==> src/hdl/spm_pkg.sv <==
// Package for the shared pin function mux: pin indices, function selects and carrier structs.
// Assumes one clock domain; peripheral controllers sit on the core side of this mux.
package spm_pkg;

  // ------------------------------------------------------------------
  // Pin indices
  // ------------------------------------------------------------------
  localparam int NUM_PINS = 7;
  localparam int PIN_TDO = 0;
  localparam int PIN_B0 = 1;
  localparam int PIN_B1 = 2;
  localparam int PIN_B2 = 3;
  localparam int PIN_B3 = 4;
  localparam int PIN_A0 = 5;
  localparam int PIN_A4 = 6;

  // ------------------------------------------------------------------
  // Function select codes (per pin, two bits)
  // ------------------------------------------------------------------
  typedef enum logic [1:0]
  {
    SPM_FN_GPIO = 2'h0,
    SPM_FN_ALT1 = 2'h1,
    SPM_FN_ALT2 = 2'h2
  } spm_fn_e;

  // Reset value of the select bank: every pin in its port function, except the test data output pin, which carries test output.
  localparam logic [2*NUM_PINS-1:0] SEL_RESET = 14'h0000;
  // Pull-ups default on for every port-function pin.
  localparam logic [NUM_PINS-1:0] PULL_RESET = 7'h7f;

  // Three-signal view of all pins, one bit per pin in each signal.
  typedef struct packed
  {
    logic [NUM_PINS-1:0] o;
    logic [NUM_PINS-1:0] oe;
    logic [NUM_PINS-1:0] pu;
  } spm_pad_s;

  // Port function controls from the port registers.
  typedef struct packed
  {
    logic [NUM_PINS-1:0] dout;
    logic [NUM_PINS-1:0] dir;
  } spm_gpio_s;

  // Peripheral-side signals that drive pins.
  typedef struct packed
  {
    logic tdo;
    logic tap_shift;
    logic spi_master;
    logic spi_sclk_o;
    logic spi_mosi_o;
    logic spi_miso_o;
    logic scl_oe;
    logic sda_oe;
    logic t2_o;
    logic t2_oe;
    logic t3_o;
    logic t3_oe;
    logic pwm_output_zero;
  } spm_periph_s;

  // Pin inputs routed back to peripherals, after synchronising.
  typedef struct packed
  {
    logic spi_sclk_i;
    logic spi_ss_n;
    logic spi_miso_i;
    logic spi_mosi_i;
    logic scl_i;
    logic sda_i;
    logic t2_i;
    logic t3_i;
  } spm_route_s;

endpackage : spm_pkg

==> src/hdl/spm_mux.sv <==
// Shared pin function mux for the test data output pin and port B/A shared pins.
// Assumes pins arrive asynchronously, the tap clock TCK is seen as a pin sampled on clock,
// and the pad ring resolves the wire from output, enable and pull-up.
`timescale 1ns/1ns

// What this block does
// - During reset every port-function pin is an input with pull-up on.
// - After reset port B lines 0-3 and port A line 0 are port pins.
// - Each port pin is individually an input or an output.
// - Alternate routing comes from the system integration select bank.
// - Test data output pin defaults to test output; port D line 1 optional.
// - Test data output driven only in Shift-IR or Shift-DR.
// - Test data output changes only on falling test clock edges.
// - SPI clock pin drives in master mode, receives in slave mode.
// - External master asserts slave select to address this slave.
// - Slave MISO floats when deselected; MISO is input in master mode.
// - Slave presents MISO half a clock before master samples it.
// - Master presents MOSI half a clock early; master drives, slave receives.
// - Port B line 0 carries I2C clock, line 1 I2C data or slave select.
// - Timer channel two sits on port B line 2 or port A line 4.
// - Port A line 0 alternatively carries output-only pwm output zero.
// - Test data input sampled on rising test clock edges by default.
module spm_mux
(
  input wire logic clock,
  input wire logic rst,
  input wire logic [2*spm_pkg::NUM_PINS-1:0] sel,
  input wire spm_pkg::spm_gpio_s gpio,
  input wire spm_pkg::spm_periph_s periph,
  input wire logic [spm_pkg::NUM_PINS-1:0] pad_i,
  input wire logic tck_pin,
  input wire logic tdi_pin,
  output spm_pkg::spm_pad_s pad,
  output logic [spm_pkg::NUM_PINS-1:0] gpio_din,
  output spm_pkg::spm_route_s route,
  output logic tdi_bit,
  output logic tdi_valid
);
  import spm_pkg::*;

  // ------------------------------------------------------------------
  // State
  // ------------------------------------------------------------------
  typedef struct packed
  {
    logic [NUM_PINS-1:0] sync1;
    logic [NUM_PINS-1:0] sync2;
    logic [1:0] tck_s;
    logic tck_prev;
    logic [1:0] tdi_s;
    logic tdo_q;
    spm_pad_s pad;
    logic [NUM_PINS-1:0] din;
    spm_route_s route;
    logic tdi_bit;
    logic tdi_valid;
  } spm_state_s;

  spm_state_s st;
  spm_state_s next_st;

  // Select field of one pin.
  function automatic spm_fn_e fn_of(input logic [2*NUM_PINS-1:0] s, input int idx);
    fn_of = spm_fn_e'(s[2*idx +: 2]);
  endfunction : fn_of

  // Test clock edge strobes, decoded from the synchronised pin.
  logic tck_fall;
  logic tck_rise;
  logic miso_drive;

  // Only the second stage of each synchroniser feeds the edge logic.
  assign tck_fall = st.tck_prev & ~st.tck_s[1];
  assign tck_rise = ~st.tck_prev & st.tck_s[1];
  // Slave drives MISO only while selected; the select line is the synchronised pin.
  // That costs about three clocks of release latency after the pin rises, but a
  // metastable select can never glitch the MISO driver.
  assign miso_drive = ~periph.spi_master & ~st.sync2[PIN_B1];

  // ------------------------------------------------------------------
  // Next state
  // ------------------------------------------------------------------
  // Each pin starts from its port function, then the selected alternate overrides it.
  // Pull-ups are dropped whenever anything may drive, so a pull never fights a driver.
  always_comb
  begin
    next_st = st;
    next_st.sync1 = pad_i;
    next_st.sync2 = st.sync1;
    next_st.tck_s = {st.tck_s[0], tck_pin};
    next_st.tck_prev = st.tck_s[1];
    next_st.tdi_s = {st.tdi_s[0], tdi_pin};
    next_st.din = st.sync2;
    next_st.tdi_valid = 1'b0;
    // Port function for all pins.
    for (int i = 0; i < NUM_PINS; i++)
    begin
      next_st.pad.o[i] = gpio.dout[i];
      next_st.pad.oe[i] = gpio.dir[i];
      next_st.pad.pu[i] = ~gpio.dir[i];
    end
    // Test data output moves only on a falling test clock.
    if (tck_fall)
    begin
      next_st.tdo_q = periph.tdo;
    end
    // Test data input taken on a rising test clock.
    if (tck_rise)
    begin
      next_st.tdi_bit = st.tdi_s[1];
      next_st.tdi_valid = 1'b1;
    end
    if (fn_of(sel, PIN_TDO) != SPM_FN_ALT1)
    begin
      next_st.pad.o[PIN_TDO] = next_st.tdo_q;
      next_st.pad.oe[PIN_TDO] = periph.tap_shift;
      next_st.pad.pu[PIN_TDO] = 1'b0;
    end
    // Port B line 0: SPI clock or I2C clock.
    case (fn_of(sel, PIN_B0))
      SPM_FN_ALT1:
      begin
        next_st.pad.o[PIN_B0] = periph.spi_sclk_o;
        next_st.pad.oe[PIN_B0] = periph.spi_master;
        next_st.pad.pu[PIN_B0] = 1'b0;
      end
      SPM_FN_ALT2:
      begin
        next_st.pad.o[PIN_B0] = 1'b0;
        next_st.pad.oe[PIN_B0] = periph.scl_oe;
        next_st.pad.pu[PIN_B0] = 1'b0;
      end
      default:
      begin
      end
    endcase
    // Port B line 1: slave select input or I2C data.
    case (fn_of(sel, PIN_B1))
      SPM_FN_ALT1:
      begin
        next_st.pad.oe[PIN_B1] = 1'b0;
        next_st.pad.pu[PIN_B1] = 1'b1;
      end
      SPM_FN_ALT2:
      begin
        next_st.pad.o[PIN_B1] = 1'b0;
        next_st.pad.oe[PIN_B1] = periph.sda_oe;
        next_st.pad.pu[PIN_B1] = 1'b0;
      end
      default:
      begin
      end
    endcase
    // Port B line 2: MISO or timer channel two.
    case (fn_of(sel, PIN_B2))
      SPM_FN_ALT1:
      begin
        next_st.pad.o[PIN_B2] = periph.spi_miso_o;
        next_st.pad.oe[PIN_B2] = miso_drive;
        next_st.pad.pu[PIN_B2] = 1'b0;
      end
      SPM_FN_ALT2:
      begin
        next_st.pad.o[PIN_B2] = periph.t2_o;
        next_st.pad.oe[PIN_B2] = periph.t2_oe;
        next_st.pad.pu[PIN_B2] = 1'b0;
      end
      default:
      begin
      end
    endcase
    // Port B line 3: MOSI or timer channel three.
    case (fn_of(sel, PIN_B3))
      SPM_FN_ALT1:
      begin
        next_st.pad.o[PIN_B3] = periph.spi_mosi_o;
        next_st.pad.oe[PIN_B3] = periph.spi_master;
        next_st.pad.pu[PIN_B3] = 1'b0;
      end
      SPM_FN_ALT2:
      begin
        next_st.pad.o[PIN_B3] = periph.t3_o;
        next_st.pad.oe[PIN_B3] = periph.t3_oe;
        next_st.pad.pu[PIN_B3] = 1'b0;
      end
      default:
      begin
      end
    endcase
    // Port A line 0: output-only PWM.
    if (fn_of(sel, PIN_A0) == SPM_FN_ALT1)
    begin
      next_st.pad.o[PIN_A0] = periph.pwm_output_zero;
      next_st.pad.oe[PIN_A0] = 1'b1;
      next_st.pad.pu[PIN_A0] = 1'b0;
    end
    // Port A line 4: second home of timer channel two.
    if (fn_of(sel, PIN_A4) == SPM_FN_ALT2)
    begin
      next_st.pad.o[PIN_A4] = periph.t2_o;
      next_st.pad.oe[PIN_A4] = periph.t2_oe;
      next_st.pad.pu[PIN_A4] = 1'b0;
    end
    // Every peripheral input comes from the second synchroniser stage only.
    // Inputs back to the peripherals; timer two follows whichever pin holds it.
    next_st.route.spi_sclk_i = st.sync2[PIN_B0];
    next_st.route.scl_i = st.sync2[PIN_B0];
    next_st.route.spi_ss_n = st.sync2[PIN_B1];
    next_st.route.sda_i = st.sync2[PIN_B1];
    next_st.route.spi_miso_i = st.sync2[PIN_B2];
    next_st.route.spi_mosi_i = st.sync2[PIN_B3];
    next_st.route.t3_i = st.sync2[PIN_B3];
    next_st.route.t2_i = (fn_of(sel, PIN_A4) == SPM_FN_ALT2) ? st.sync2[PIN_A4] : st.sync2[PIN_B2];
  end

  // ------------------------------------------------------------------
  // Registers
  // ------------------------------------------------------------------
  // Reset parks every pin as a pulled-up input; the test output floats.
  always_ff @(posedge clock)
  begin
    if (rst)
    begin
      st <= '0;
      st.pad.pu <= PULL_RESET;
      st.pad.pu[PIN_TDO] <= 1'b0;
      st.route.spi_ss_n <= 1'b1;
      // The test clock stages start at the idle high level, so no false edge follows reset.
      st.tck_s <= '1;
      st.tck_prev <= 1'b1;
    end
    else
    begin
      st <= next_st;
    end
  end

  // Outputs come straight from the state register.
  assign pad = st.pad;
  assign gpio_din = st.din;
  assign route = st.route;
  assign tdi_bit = st.tdi_bit;
  assign tdi_valid = st.tdi_valid;

  // ------------------------------------------------------------------
  // Checks
  // ------------------------------------------------------------------
  a_reset_pullup: assert property (@(posedge clock) rst |=> (pad.oe[PIN_A0] == 1'b0) && pad.pu[PIN_A0])
    else $error("Pin not a pulled-up input after reset.");
  a_gpio_default: assert property (@(posedge clock) disable iff (rst)
      ($past(sel) == SEL_RESET) && !$past(rst) |-> pad.oe[PIN_B0] == $past(gpio.dir[PIN_B0]))
    else $error("Port B line 0 left its port function at default select.");
  a_gpio_dir: assert property (@(posedge clock) disable iff (rst)
      fn_of(sel, PIN_A4) == SPM_FN_GPIO |=> pad.oe[PIN_A4] == $past(gpio.dir[PIN_A4]))
    else $error("Port A line 4 direction does not follow its port setting.");
  a_tdo_shift: assert property (@(posedge clock) disable iff (rst)
      fn_of(sel, PIN_TDO) == SPM_FN_GPIO |=> pad.oe[PIN_TDO] == $past(periph.tap_shift))
    else $error("Test output driven outside a shift state.");
  a_tdo_fall: assert property (@(posedge clock) disable iff (rst)
      !tck_fall |=> st.tdo_q == $past(st.tdo_q))
    else $error("Test output changed without a falling test clock.");
  a_sclk_dir: assert property (@(posedge clock) disable iff (rst)
      fn_of(sel, PIN_B0) == SPM_FN_ALT1 |=> pad.oe[PIN_B0] == $past(periph.spi_master))
    else $error("SPI clock direction wrong for mode.");
  a_miso_release: assert property (@(posedge clock) disable iff (rst)
      fn_of(sel, PIN_B2) == SPM_FN_ALT1 && st.sync2[PIN_B1] |=> !pad.oe[PIN_B2])
    else $error("MISO still driven one clock after deselect.");
  a_single_drive: assert property (@(posedge clock) disable iff (rst)
      ##1 ((pad.oe & pad.pu) == '0))
    else $error("Driver and pull-up both active on a pin.");

  // Alternate-function drive checks, then the test data input capture: each pin's driver, value and pull-up follow
  // the select and the peripheral one clock later, because the pad outputs are registered.
  a_tdo_port: assert property (@(posedge clock) disable iff (rst)
      fn_of(sel, PIN_TDO) == SPM_FN_ALT1 |=> pad.oe[PIN_TDO] == $past(gpio.dir[PIN_TDO]))
    else $error("Port D line 1 direction lost on the test output pin.");
  a_tdo_pull: assert property (@(posedge clock) disable iff (rst)
      fn_of(sel, PIN_TDO) != SPM_FN_ALT1 |=> !pad.pu[PIN_TDO])
    else $error("Pull-up left on while the test output owns its pin.");
  a_ss_input: assert property (@(posedge clock) disable iff (rst)
      fn_of(sel, PIN_B1) == SPM_FN_ALT1 |=> !pad.oe[PIN_B1])
    else $error("Slave select pin driven by the device.");
  a_miso_master: assert property (@(posedge clock) disable iff (rst)
      fn_of(sel, PIN_B2) == SPM_FN_ALT1 && periph.spi_master |=> !pad.oe[PIN_B2])
    else $error("MISO driven while the device is master.");
  a_mosi_dir: assert property (@(posedge clock) disable iff (rst)
      fn_of(sel, PIN_B3) == SPM_FN_ALT1 |=> (pad.oe[PIN_B3] == $past(periph.spi_master))
      && (pad.o[PIN_B3] == $past(periph.spi_mosi_o)))
    else $error("MOSI direction or value wrong for mode.");
  a_i2c_open: assert property (@(posedge clock) disable iff (rst)
      fn_of(sel, PIN_B0) == SPM_FN_ALT2 |=> !pad.o[PIN_B0] && (pad.oe[PIN_B0] == $past(periph.scl_oe)))
    else $error("I2C clock pin not driven as open drain.");
  a_timer_share: assert property (@(posedge clock) disable iff (rst)
      fn_of(sel, PIN_A4) == SPM_FN_ALT2 |=> (pad.oe[PIN_A4] == $past(periph.t2_oe)) && (pad.o[PIN_A4] == $past(periph.t2_o)))
    else $error("Timer channel two not carried on port A line 4.");
  a_pwm_drive: assert property (@(posedge clock) disable iff (rst)
      fn_of(sel, PIN_A0) == SPM_FN_ALT1 |=> pad.oe[PIN_A0] && (pad.o[PIN_A0] == $past(periph.pwm_output_zero)))
    else $error("Pwm output zero not driven on port A line 0.");
  a_tdi_rise: assert property (@(posedge clock) disable iff (rst)
      tck_rise |=> tdi_valid && (tdi_bit == $past(st.tdi_s[1])))
    else $error("Test data input not taken on a rising test clock.");

endmodule : spm_mux

==> config.mk <==
export PLATFORM = sky130hd
export DESIGN_NAME = spm_mux
export DESIGN_NICKNAME = d
export VERILOG_FILES = /design/src/hdl/spm_pkg.sv /design/src/hdl/spm_mux.sv
export SDC_FILE = /design/constraint.sdc
export NUM_CORES = 1
export LEC_CHECK = 0
export ABC_AREA = 1
export BUFFER_PORTS_ARGS = -buffer_cell sky130_fd_sc_hd__buf_2
export CAP_MARGIN = 25
export CORE_MARGIN = 2
export CORE_UTILIZATION = 40
export CTS_CLUSTER_SIZE = 8
export DETAILED_ROUTE_END_ITERATION = 8
export PLACE_DENSITY = 0.8
export SLEW_MARGIN = 20
export SYNTH_ARGS = -nofsm -noshare
export SYNTH_HDL_FRONTEND = slang
export SYNTH_SLANG_ARGS = --single-unit
==> constraint.sdc <==
create_clock -name clock -period 1.2 [get_ports clock]
set_input_delay 0.36 -clock clock [delete_from_list [all_inputs] [get_ports clock]]
set_output_delay 0.36 -clock clock [all_outputs]
set_load 0.01 [all_outputs]
# Word-level counts from Yosys, hierarchy flattened
# Cells that the tools add are included.
[classes]
n_eq_ne = 11
n_mux = 22
n_bitwise = 14
n_reduce_logical = 5
[op_table]
columns = ["op", "count"]
rows = [
  ["one-hot mux 1 bit (2 select lines)", 8],
  ["2-to-1 mux 1 bit", 14],
  ["NOT 1 bit", 11],
  ["== test 2 x 1 -> 1 bit (second input constant)", 5],
  ["== test 2 bit (second input constant)", 5],
  ["OR reduction 2 bit", 5],
  ["AND 1 bit", 3],
  ["inequality test 2 x 1 -> 1 bit (second input constant)", 1],
]
[totals]
reg_bits = 56
input_bits = 52
output_inout_bits = 38
wordCells = 72

# Longest topological paths before layout
# Gate-level depths: netlist (run 1).
[depth]
depth_word = 4
mapped_depth = 5
ltp_nobuf = 5

# Worst setup path before layout (run 1)
# OpenSTA, ideal clock, no wires.
[synth_timing]
kind = "in2reg"
from = "in sel[4] in the netlist's numbering"
to = "reg, netlist name pad[2]"
setup_time_ns = 0.120
arrival_time_ns = 0.984
required_time_ns = 1.080
path_slack_ns = 0.097
cell_stages = 5
n_path_buf = 0
path_cell_list = "inv_1 > ha_1 > inv_1 > nor2_1 > a211o_1"
[synth_via]
elab_chain_len = 2
elab_cells_between_ends = 3
cone_classes = "eq/ne: 2; mux: 1"
[synth_rtl]
columns = ["item", "line_no", "text"]
rows = [
  ["start, declared", "spm_mux.sv:27", "input wire logic [2*spm_pkg::NUM_PINS-1:0] sel,"],
  ["== test 2 bit / == test 2 x 1 -> 1 bit (equally long branches)", "spm_mux.sv:138", "case (fn_of(sel, PIN_B1))"],
  ["one-hot mux 1 bit (2 select lines) *", "spm_mux.sv:138", ""],
]
# Mark *: on every way between the ends. The rest lies on a longest branch, timed or not.
# A chain may end at the register's enable or synchronous reset.

==> results of run 1 <==
==> repair_timing <==
item                                    CTS  global route
resized for setup                         0             2
hold buffers                              0             0
endpoints found under the setup margin    0             3
==> placed cells by master, fill, tap and decap left out, drive strengths merged, types with 3 or more instances in the layout <==
cell,synthesis,routed
nor3,3,3
a21oi,15,15
buf,41,93
clkbuf,0,7
nand3,3,3
dfxtp,52,52
nor2,37,37
nand2,16,16
inv,46,46
ha,8,8
o21ai,12,12
==> power groups by stage <==
stage          Clock, mW  Combinational (mW)  Sequential (mW)
2_1_floorplan          0               0.304             1.88
3_3_place_gp           0               0.386             1.88
3_5_place_dp           0               0.399             1.88
4_1_cts             1.31               0.400             1.84
5_1_grt             1.38               0.454             1.85
6_report            1.26               0.394             1.84
==> registers in the layout (all words and copies together), names as in the netlist <==
signal,cells
pad,21
next_st,17
gpio_din,7
st,3
route,2
tdi_bit,1
tdi_valid,1
==> final timing paths <==
path	startpoint	endpoint	slack, ns	cells after the start
setup / recovery	gpio_din[2]$_SDFF_PP0_	route[2]	0.07	1
hold / removal	gpio[0]	pad[0]$_SDFF_PP0_	0.23	2
setup reg to reg	next_st[41]$_SDFF_PP1_	pad[14]$_SDFF_PP0_	0.41	4
hold reg to reg	next_st[46]$_SDFF_PP0_	next_st[4]$_SDFF_PP0_	0.40	2
==> through the flow <==
step                      cells  instance area [um^2]  worst slack, ns  hold WS, ns  TNS, ns
after global placement      358                  2290          -0.0153        0.389  -0.0153
after floorplan             236                  2040           0.0967        0.383        0
final                       366                  2420           0.0739        0.231        0
after CTS                   366                  2420           0.0347        0.221        0
after global routing        366                  2420          0.00161        0.228        0
after detailed placement    358                  2290          -0.0686        0.395   -0.199
==> routing by layer <==
layer	part of all wire [%]	wire, um
met1	42	1400
met2	48	1610
met3	8.3	281
met4	1.8	61
met5	0.39	13
==> kinds of logic (layout without fill, tap and decap cells) <==
kind of cell / after synthesis / count (layout) / share of synthesized area [%]
AO/OA/AOI/OAI: 28 / 28 / 8.32
flip-flops: 52 / 52 / 50.9
adder cells (fa/ha/maj): 8 / 8 / 4.90
buffers and inverters: 87 / 147 / 24.1
AND/OR/NAND/NOR: 61 / 61 / 11.8
==> area by class of cell <==
type | instances | area [um^2] | share of cell area, %
Timing Repair Buffer | 93 | 475 | 19.6
Clock buffer | 7 | 96.3 | 3.98
Sequential cell | 52 | 1040 | 43.1
Inverter | 46 | 178 | 7.33
Multi-Input combinational cell | 97 | 512 | 21.1
Clock inverter | 1 | 30.0 | 1.24
Tap cell | 70 | 87.6 | 3.62
==> flow_summary.yaml, run 1 <==
run_status:
  status: "complete, no violations"
setup_path:
  cp_slowest_cell: "dfxtp_2"
  crit_path_start_kind: "flip-flop"
  slowest_delay_ns: 0.35
  required_ns: 0.84
  cp-end-kind: "primary output"
  worstPathArrival_ns: 0.77
  crit_path_max_fanout: 2
  worstSetupPathType: "flip-flop to primary output"
  path_cells: "buf_2"
  cp_top_family: "flip-flops"
  crit_buf_inv: 1
timing:
  finalSetupViolCount: 0
  hold_viol_final: 0
  rsz0062_at_grt: "no"
  slew_headroom_pct: 82.5
  fin_crit_ns: 1.13
  fin_skew_ns: 0.00531
  tightest_slew_ns: 0.262
  min_period_over_period_pct: 93.8
  fmax_ghz: 0.888
  slew_viol_final: 0
final_layout:
  fin_util_pct: 48.4
  n_antenna_cell: 0
  drive_above_1_share_pct: 37.8
  area_growth_pct: 18.5
  final.fill_count: 516
  num-nets-final: 355
logic_synthesis:
  ys_async_sr_fraction_pct: 0
  synthesis.nets: 296
  synth_common_cells: "dfxtp_1 (52), inv_1 (45), nor2_1 (37)"
  synth_area_leaders: "dfxtp_1 (51%), buf_4 (13%), inv_1 (8.3%), nor2_1 (6.8%), ha_1 (4.9%)"
  syn_inst: 236
  synth_top_cell_by_area: "dfxtp_1"
  synth_edf_count: 0
  yosysMostFrequentCell: "dfxtp_1"
  synth_top_area_share_pct: 50.9
  ys_types: 19
  synth_area_mm2: 0.00204
  ys_seq_area_share_pct: 50.9
  synth_ff_type: "dfxtp_1"
  synth-seq-cells: 52
  yosysWarnings: 0
  syn_area_per_cell_um2: 8.66
power_and_ir_drop:
  vdd_drop_max_v: 0.000528
  powerDensity_mw_per_mm2: 1440
  switching_share_pct: 21.8
  p_int_mw: 2.74
  power_frac_comb_pct: 11.3
  switchingPower_mw: 0.763
  clkPwrFrac_pct: 36.1
  seqPwrFrac_pct: 52.7
  p_leak_nw: 1.33
  finalPower_mw: 3.50
die:
  initial_core_util_pct: 40.8
  io_pins: 90
  die_h_um: 75.5
  rows: 26
  die_area_mm2: 0.00570
  core_region_area_mm2: 0.00501
  die_w_um: 75.5
global_route:
  track_usage_pct: 12.4
  antenna_found_initial: 1
  overflow: 0
  grt_util_met2_pct: 21.4
  grt_pass1_wl_mm: 5.29
  use_met1_pct: 12.7
  grt_max_degree: 16
  top_usage_layer: "met2"
  grt_use_met3_pct: 5.82
  grt_pass1_vias: 1340
clock_tree:
  cts_setup_buffers: 0
  cts_tree: "yes"
  clockBufferDepth: 2
  clk_pin_slew_ns: 0.09
  numCtsBuffers: 5
  clockRootBuffer: "clkbuf_8"
  h-tree-depth: 2
  cts_sinks: 52
  clock_latency_ns: 0.30
route:
  first_pass_iters: 4
  postRouteWirelength_mm: 3.37
  drt_iter0_markers: 19
  vias: 1489
  wl_per_cell_um: 9.20
  drtAntennaViolNets: 0
  drc_errors: 0
  vias_per_cell: 4.07
placed_design:
  hpwl_mm: 2.69
  portBuffers: 89
  gp_congestion: 0.726
job:
  drv_cap: 0
min_path:
  hold_class: "primary input to flip-flop"
Power figures use the tool's default switching activity.
==> run 2, diff against run 1 <==
BUFFER_PORTS_ARGS = default   (was -buffer_cell sky130_fd_sc_hd__buf_2)
DONT_BUFFER_PORTS = 1   (was default)
PLACE_DENSITY = 0.65   (was 0.8)
==> flow_summary.yaml, run 2 (synthesis results as in run 1) <==
clock_tree:
  cts_tree: "yes"
  clockBufferDepth: 2
  clock_latency_ns: 0.29
  clockRootBuffer: "clkbuf_8"
  cts_hold_buf: 0
  cts_setup_buffers: 0
  h-tree-depth: 2
  clk_pin_slew_ns: 0.09
  cts_sinks: 52
  numCtsBuffers: 5
route:
  drt_iter0_markers: 51
  wl_per_cell_um: 10.8
  vias: 1138
  vias_per_cell: 4.17
  postRouteWirelength_mm: 2.95
  drtAntennaViolNets: 0
  drc_errors: 0
  first_pass_iters: 4
job:
  drv_cap: 0
global_route:
  grt_pass1_vias: 1060
  overflow: 0
  grt_max_degree: 34
  antenna_found_initial: 0
  grt_pass1_wl_mm: 4.71
  track_usage_pct: 11.1
power_and_ir_drop:
  p_leak_nw: 0.917
  powerDensity_mw_per_mm2: 1670
  vdd_drop_max_v: 0.000604
final_layout:
  top_register: "pad"
  area_growth_pct: -5.51
  n_antenna_cell: 0
  largest_reg_flops: 21
  layout.cells.non_filler: 273
  final_common_cell: "dfxtp_1"
  num-nets-final: 262
  drive_above_1_share_pct: 9.36
  final_cell_mix: "dfxtp_1 (50), inv_1 (45), nor2_1 (37)"
placed_design:
  gp_congestion: 0.737
  hpwl_mm: 2.22
  portBuffers: 0
  place_inst: 265
timing:
  rsz0062_at_grt: "no"
  hold_slack_ns: 0.118
  fin_skew_ns: 0.00251
  fmax_ghz: 0.906
  timing.setup.tns_ns: 0
  hold_viol_final: 0
  min_period_over_period_pct: 92.0
  finalSetupViolCount: 0
  fin_crit_ns: 1.10
  slew_headroom_pct: 85.0
  tightest_slew_ns: 0.223
  slew_viol_final: 0
setup_path:
  worstSetupPathType: "flip-flop to primary output"
  cp-end-kind: "primary output"
  crit_path_start_kind: "flip-flop"
  worstPathArrival_ns: 0.74
  required_ns: 0.84
  crit_path_max_fanout: 2
die:
  die_w_um: 75.5
  io_pins: 90
  die_h_um: 75.5
  die_area_mm2: 0.00570
  core_region_area_mm2: 0.00501
  rows: 26
  initial_core_util_pct: 40.8
min_path:
  hold_class: "primary input to flip-flop"
run_status:
  status: "complete, no violations"
[run 2: changes by cell type in the layout (fill, tap and decap cells not counted)]
| cell | before | now |
|---|---|---|
| buf_2 | 89 | 0 |
| buf_4 | 4 | 0 |
| clkbuf_8 | 7 | 5 |
| clkinv_2 | 0 | 1 |
| clkinvlp_4 | 0 | 1 |
[run 2: path summary, 6_finish.rpt]
check / startpoint / endpoint / slack [ns] / cells after the start
worst max register to register: next_st[41]$_SDFF_PP1_ / pad[14]$_SDFF_PP0_ / 0.40 / 4
worst min register to register: next_st[5]$_SDFF_PP0_ / gpio_din[1]$_SDFF_PP0_ / 0.40 / 2
worst max-delay path: gpio_din[2]$_SDFF_PP0_ / route[2] / 0.1 / 0
worst min-delay path: rst / gpio_din[1]$_SDFF_PP0_ / 0.12 / 1
[run 2: area by class of cell]
class                           instances  area [um^2]
Clock buffer                            5         68.8
Clock inverter                          3         42.5
Fill cell                             538         3080
Inverter                               46          178
Multi-Input combinational cell         97          512
Sequential cell                        52         1040
Tap cell                               70         87.6
[run 2: stage by stage]
stage	power [mW]	setup slack (ns)	area [um^2]	utilization [%]
floorplan	2.18	0.0967	2040	-
global placement	2.10	0.0831	1820	36.3
detailed placement	2.11	0.0523	1820	36.3
CTS	3.29	0.0287	1930	38.5
global route	3.40	0.0616	1930	38.6
finish	3.23	0.0958	1930	38.6
[run 2: power by group]
part           leakage (nW)  internal (mW)  switching [mW]
Combinational         0.432         0.0721           0.100
Clock                0.0541          0.617           0.547
Sequential            0.431           1.82          0.0711
[run 2: what timing repair did]
item,4_1_cts,5_1_grt
resized for setup,0,2
hold endpoints to repair,0,0
setup endpoints to repair,0,6
[run 2: routing by layer]
metal / track usage [%] / vias up / part of all wire [%]
li1: - / 595 / -
met1: 13.0 / 485 / 45
met2: 17.8 / 48 / 46
met3: 3.97 / 10 / 6.2
met4: 5.85 / 0 / 2.9
met5: 0 / - / 0
==> run 3, diff against run 2 <==
==> constraint.sdc (replaced) <==
create_clock -name clock -period 1.2 [get_ports clock]
set_input_delay 0.24 -clock clock [delete_from_list [all_inputs] [get_ports clock]]
set_output_delay 0.24 -clock clock [all_outputs]
set_load 0.01 [all_outputs]
==> flow_summary.yaml, run 3 (synthesis results as in run 1) <==
final_layout:
  final_cell_mix: "dfxtp_1 (52), inv_1 (45), nor2_1 (37)"
  area_growth_pct: 0.857
  final.fill_count: 529
  layout.cells.non_filler: 286
  final_common_cell: "dfxtp_1"
  drive_above_1_share_pct: 7.87
  top_register: "pad"
  largest_reg_flops: 21
  design_area_mm2: 0.00206
  n_antenna_cell: 0
  num-nets-final: 275
min_path:
  hold_class: "primary input to flip-flop"
run_status:
  status: "complete, no violations"
placed_design:
  gp_congestion: 0.737
  place_ws_ns: 0.175
  place_inst: 265
  hpwl_mm: 2.22
  dpl_cell_area_mm2: 0.00182
  portBuffers: 0
route:
  vias: 1198
  drc_errors: 0
  first_pass_iters: 4
  wl_per_cell_um: 10.9
  met1Wirelength_mm: 1.36
  maxUsedRoutingLayer: "met4"
  drtAntennaViolNets: 0
  drt_iter0_markers: 39
  wl_met2_mm: 1.48
  postRouteWirelength_mm: 3.13
  vias_per_cell: 4.19
  met3WireLength_um: 219
timing:
  fin_crit_ns: 1.07
  rsz0062_at_grt: "no"
  tightest_slew_ns: 0.655
  finalSetupViolCount: 0
  fin_skew_ns: 0.00489
  timing.setup.tns_ns: 0
  min_period_over_period_pct: 88.8
  hold_viol_final: 0
  fmax_ghz: 0.938
  slew_headroom_pct: 56.3
  finalWorstSetupSlack_ns: 0.134
  slew_viol_final: 0
setup_path:
  r2r_end: "gpio_din[6]$_SDFF_PP0_"
  crit_path_start_kind: "flip-flop"
  path_cells: "inv_1 > nor2_1 > dlygate4sd3_1"
  cp.depth: 3
  cp_slowest_cell: "dlygate4sd3_1"
  ff2ff_path_depth: 3
  cp_top_family: "buffers and inverters"
  worstSetupPathType: "flip-flop to flip-flop"
  cp-end-kind: "flip-flop"
  crit_buf_inv: 2
  cp-endpoint: "gpio_din[6]$_SDFF_PP0_"
  required_ns: 1.45
  crit_start: "next_st[16]$_SDFF_PP0_"
  worstPathArrival_ns: 1.31
  crit_path_max_fanout: 2
  slowest_delay_ns: 0.54
  r2r_start: "next_st[16]$_SDFF_PP0_"
  reg2reg_slack_ns: 0.13
power_and_ir_drop:
  powerDensity_mw_per_mm2: 1590
  vdd_drop_max_v: 0.000643
  finalPower_mw: 3.28
  p_leak_nw: 1.00
global_route:
  antenna_found_initial: 0
  grt_max_degree: 19
  grt_pass1_vias: 1114
  grt_pass1_wl_mm: 4.91
  track_usage_pct: 11.7
  overflow: 0
clock_tree:
  clockBufferDepth: 2
  clk_pin_slew_ns: 0.09
  numCtsBuffers: 5
  cts_setup_buffers: 0
  clockRootBuffer: "clkbuf_8"
  cts_tree: "yes"
  cts_sinks: 52
  h-tree-depth: 2
  clock_latency_ns: 0.30
die:
  initial_core_util_pct: 40.8
  die_h_um: 75.5
  die_area_mm2: 0.00570
  io_pins: 90
  core_region_area_mm2: 0.00501
  die_w_um: 75.5
  rows: 26
job:
  drv_cap: 0
## run 3: changes by cell type in the layout (fill, tap and decap cells not counted)
cell            before  now
dlygate4sd3_1        0   12
dlymetal6s4s_1       0    1
dfxtp_2              2    0
dfxtp_1             50   52
## run 3: cell type report
cell class | instances | area, um^2 | area share (%)
sequential | 52 | 1040 | 50.5
multi-input combinational | 97 | 512 | 24.8
inverter | 46 | 178 | 8.62
timing repair buffer | 13 | 133 | 6.43
tap | 70 | 87.6 | 4.25
clock buffer | 5 | 68.8 | 3.34
clock inverter | 3 | 42.5 | 2.06
## run 3: routing by layer
metal  vias up  global-route usage [%]
li1        622                       -
met1       523                    13.6
met2        44                    19.0
met3         9                    4.23
met4         0                    6.04
met5         -                       0
## run 3: worst min path at each step
stage               depth (start not counted)  slack (ns)                     end    start
detailed placement                          1        0.32  next_st[44]$_SDFF_PP0_      rst
finish                                      1        0.03       pad[6]$_SDFF_PP1_  gpio[6]
floorplan                                   1        0.32       pad[0]$_SDFF_PP0_  gpio[0]
CTS                                         1       0.009       pad[6]$_SDFF_PP1_  gpio[6]
global placement                            1        0.32  next_st[44]$_SDFF_PP0_      rst
global route                                1       0.004       pad[6]$_SDFF_PP1_  gpio[6]
## run 3: timing repair
action                                  4_1_cts  5_1_grt
hold endpoints to repair                     29        0
hold buffers                                 13        0
endpoints found under the setup margin        0       12
gates resized for setup                       0        1
## run 3: where the power goes
| group | internal (mW) | leakage, nW | switching [mW] |
|---|---|---|---|
| Sequential | 1.82 | 0.430 | 0.0706 |
| Clock | 0.617 | 0.0541 | 0.562 |
| Combinational | 0.0947 | 0.517 | 0.112 |
## run 3: worst register-to-register path, stage by stage, from the launching register on
cell           delay [ns]
dfxtp_1              0.36
inv_1                0.05
nor2_1               0.07
dlygate4sd3_1        0.54
## run 3: per-stage QoR
| stage | hold slack [ns] | utilization (%) |
|---|---|---|
| 2_1_floorplan | 0.319 | - |
| 3_3_place_gp | 0.317 | 36.3 |
| 3_5_place_dp | 0.317 | 36.3 |
| 4_1_cts | 0.00901 | 41.1 |
| 5_1_grt | 0.00433 | 41.2 |
| 6_report | 0.0259 | 41.2 |
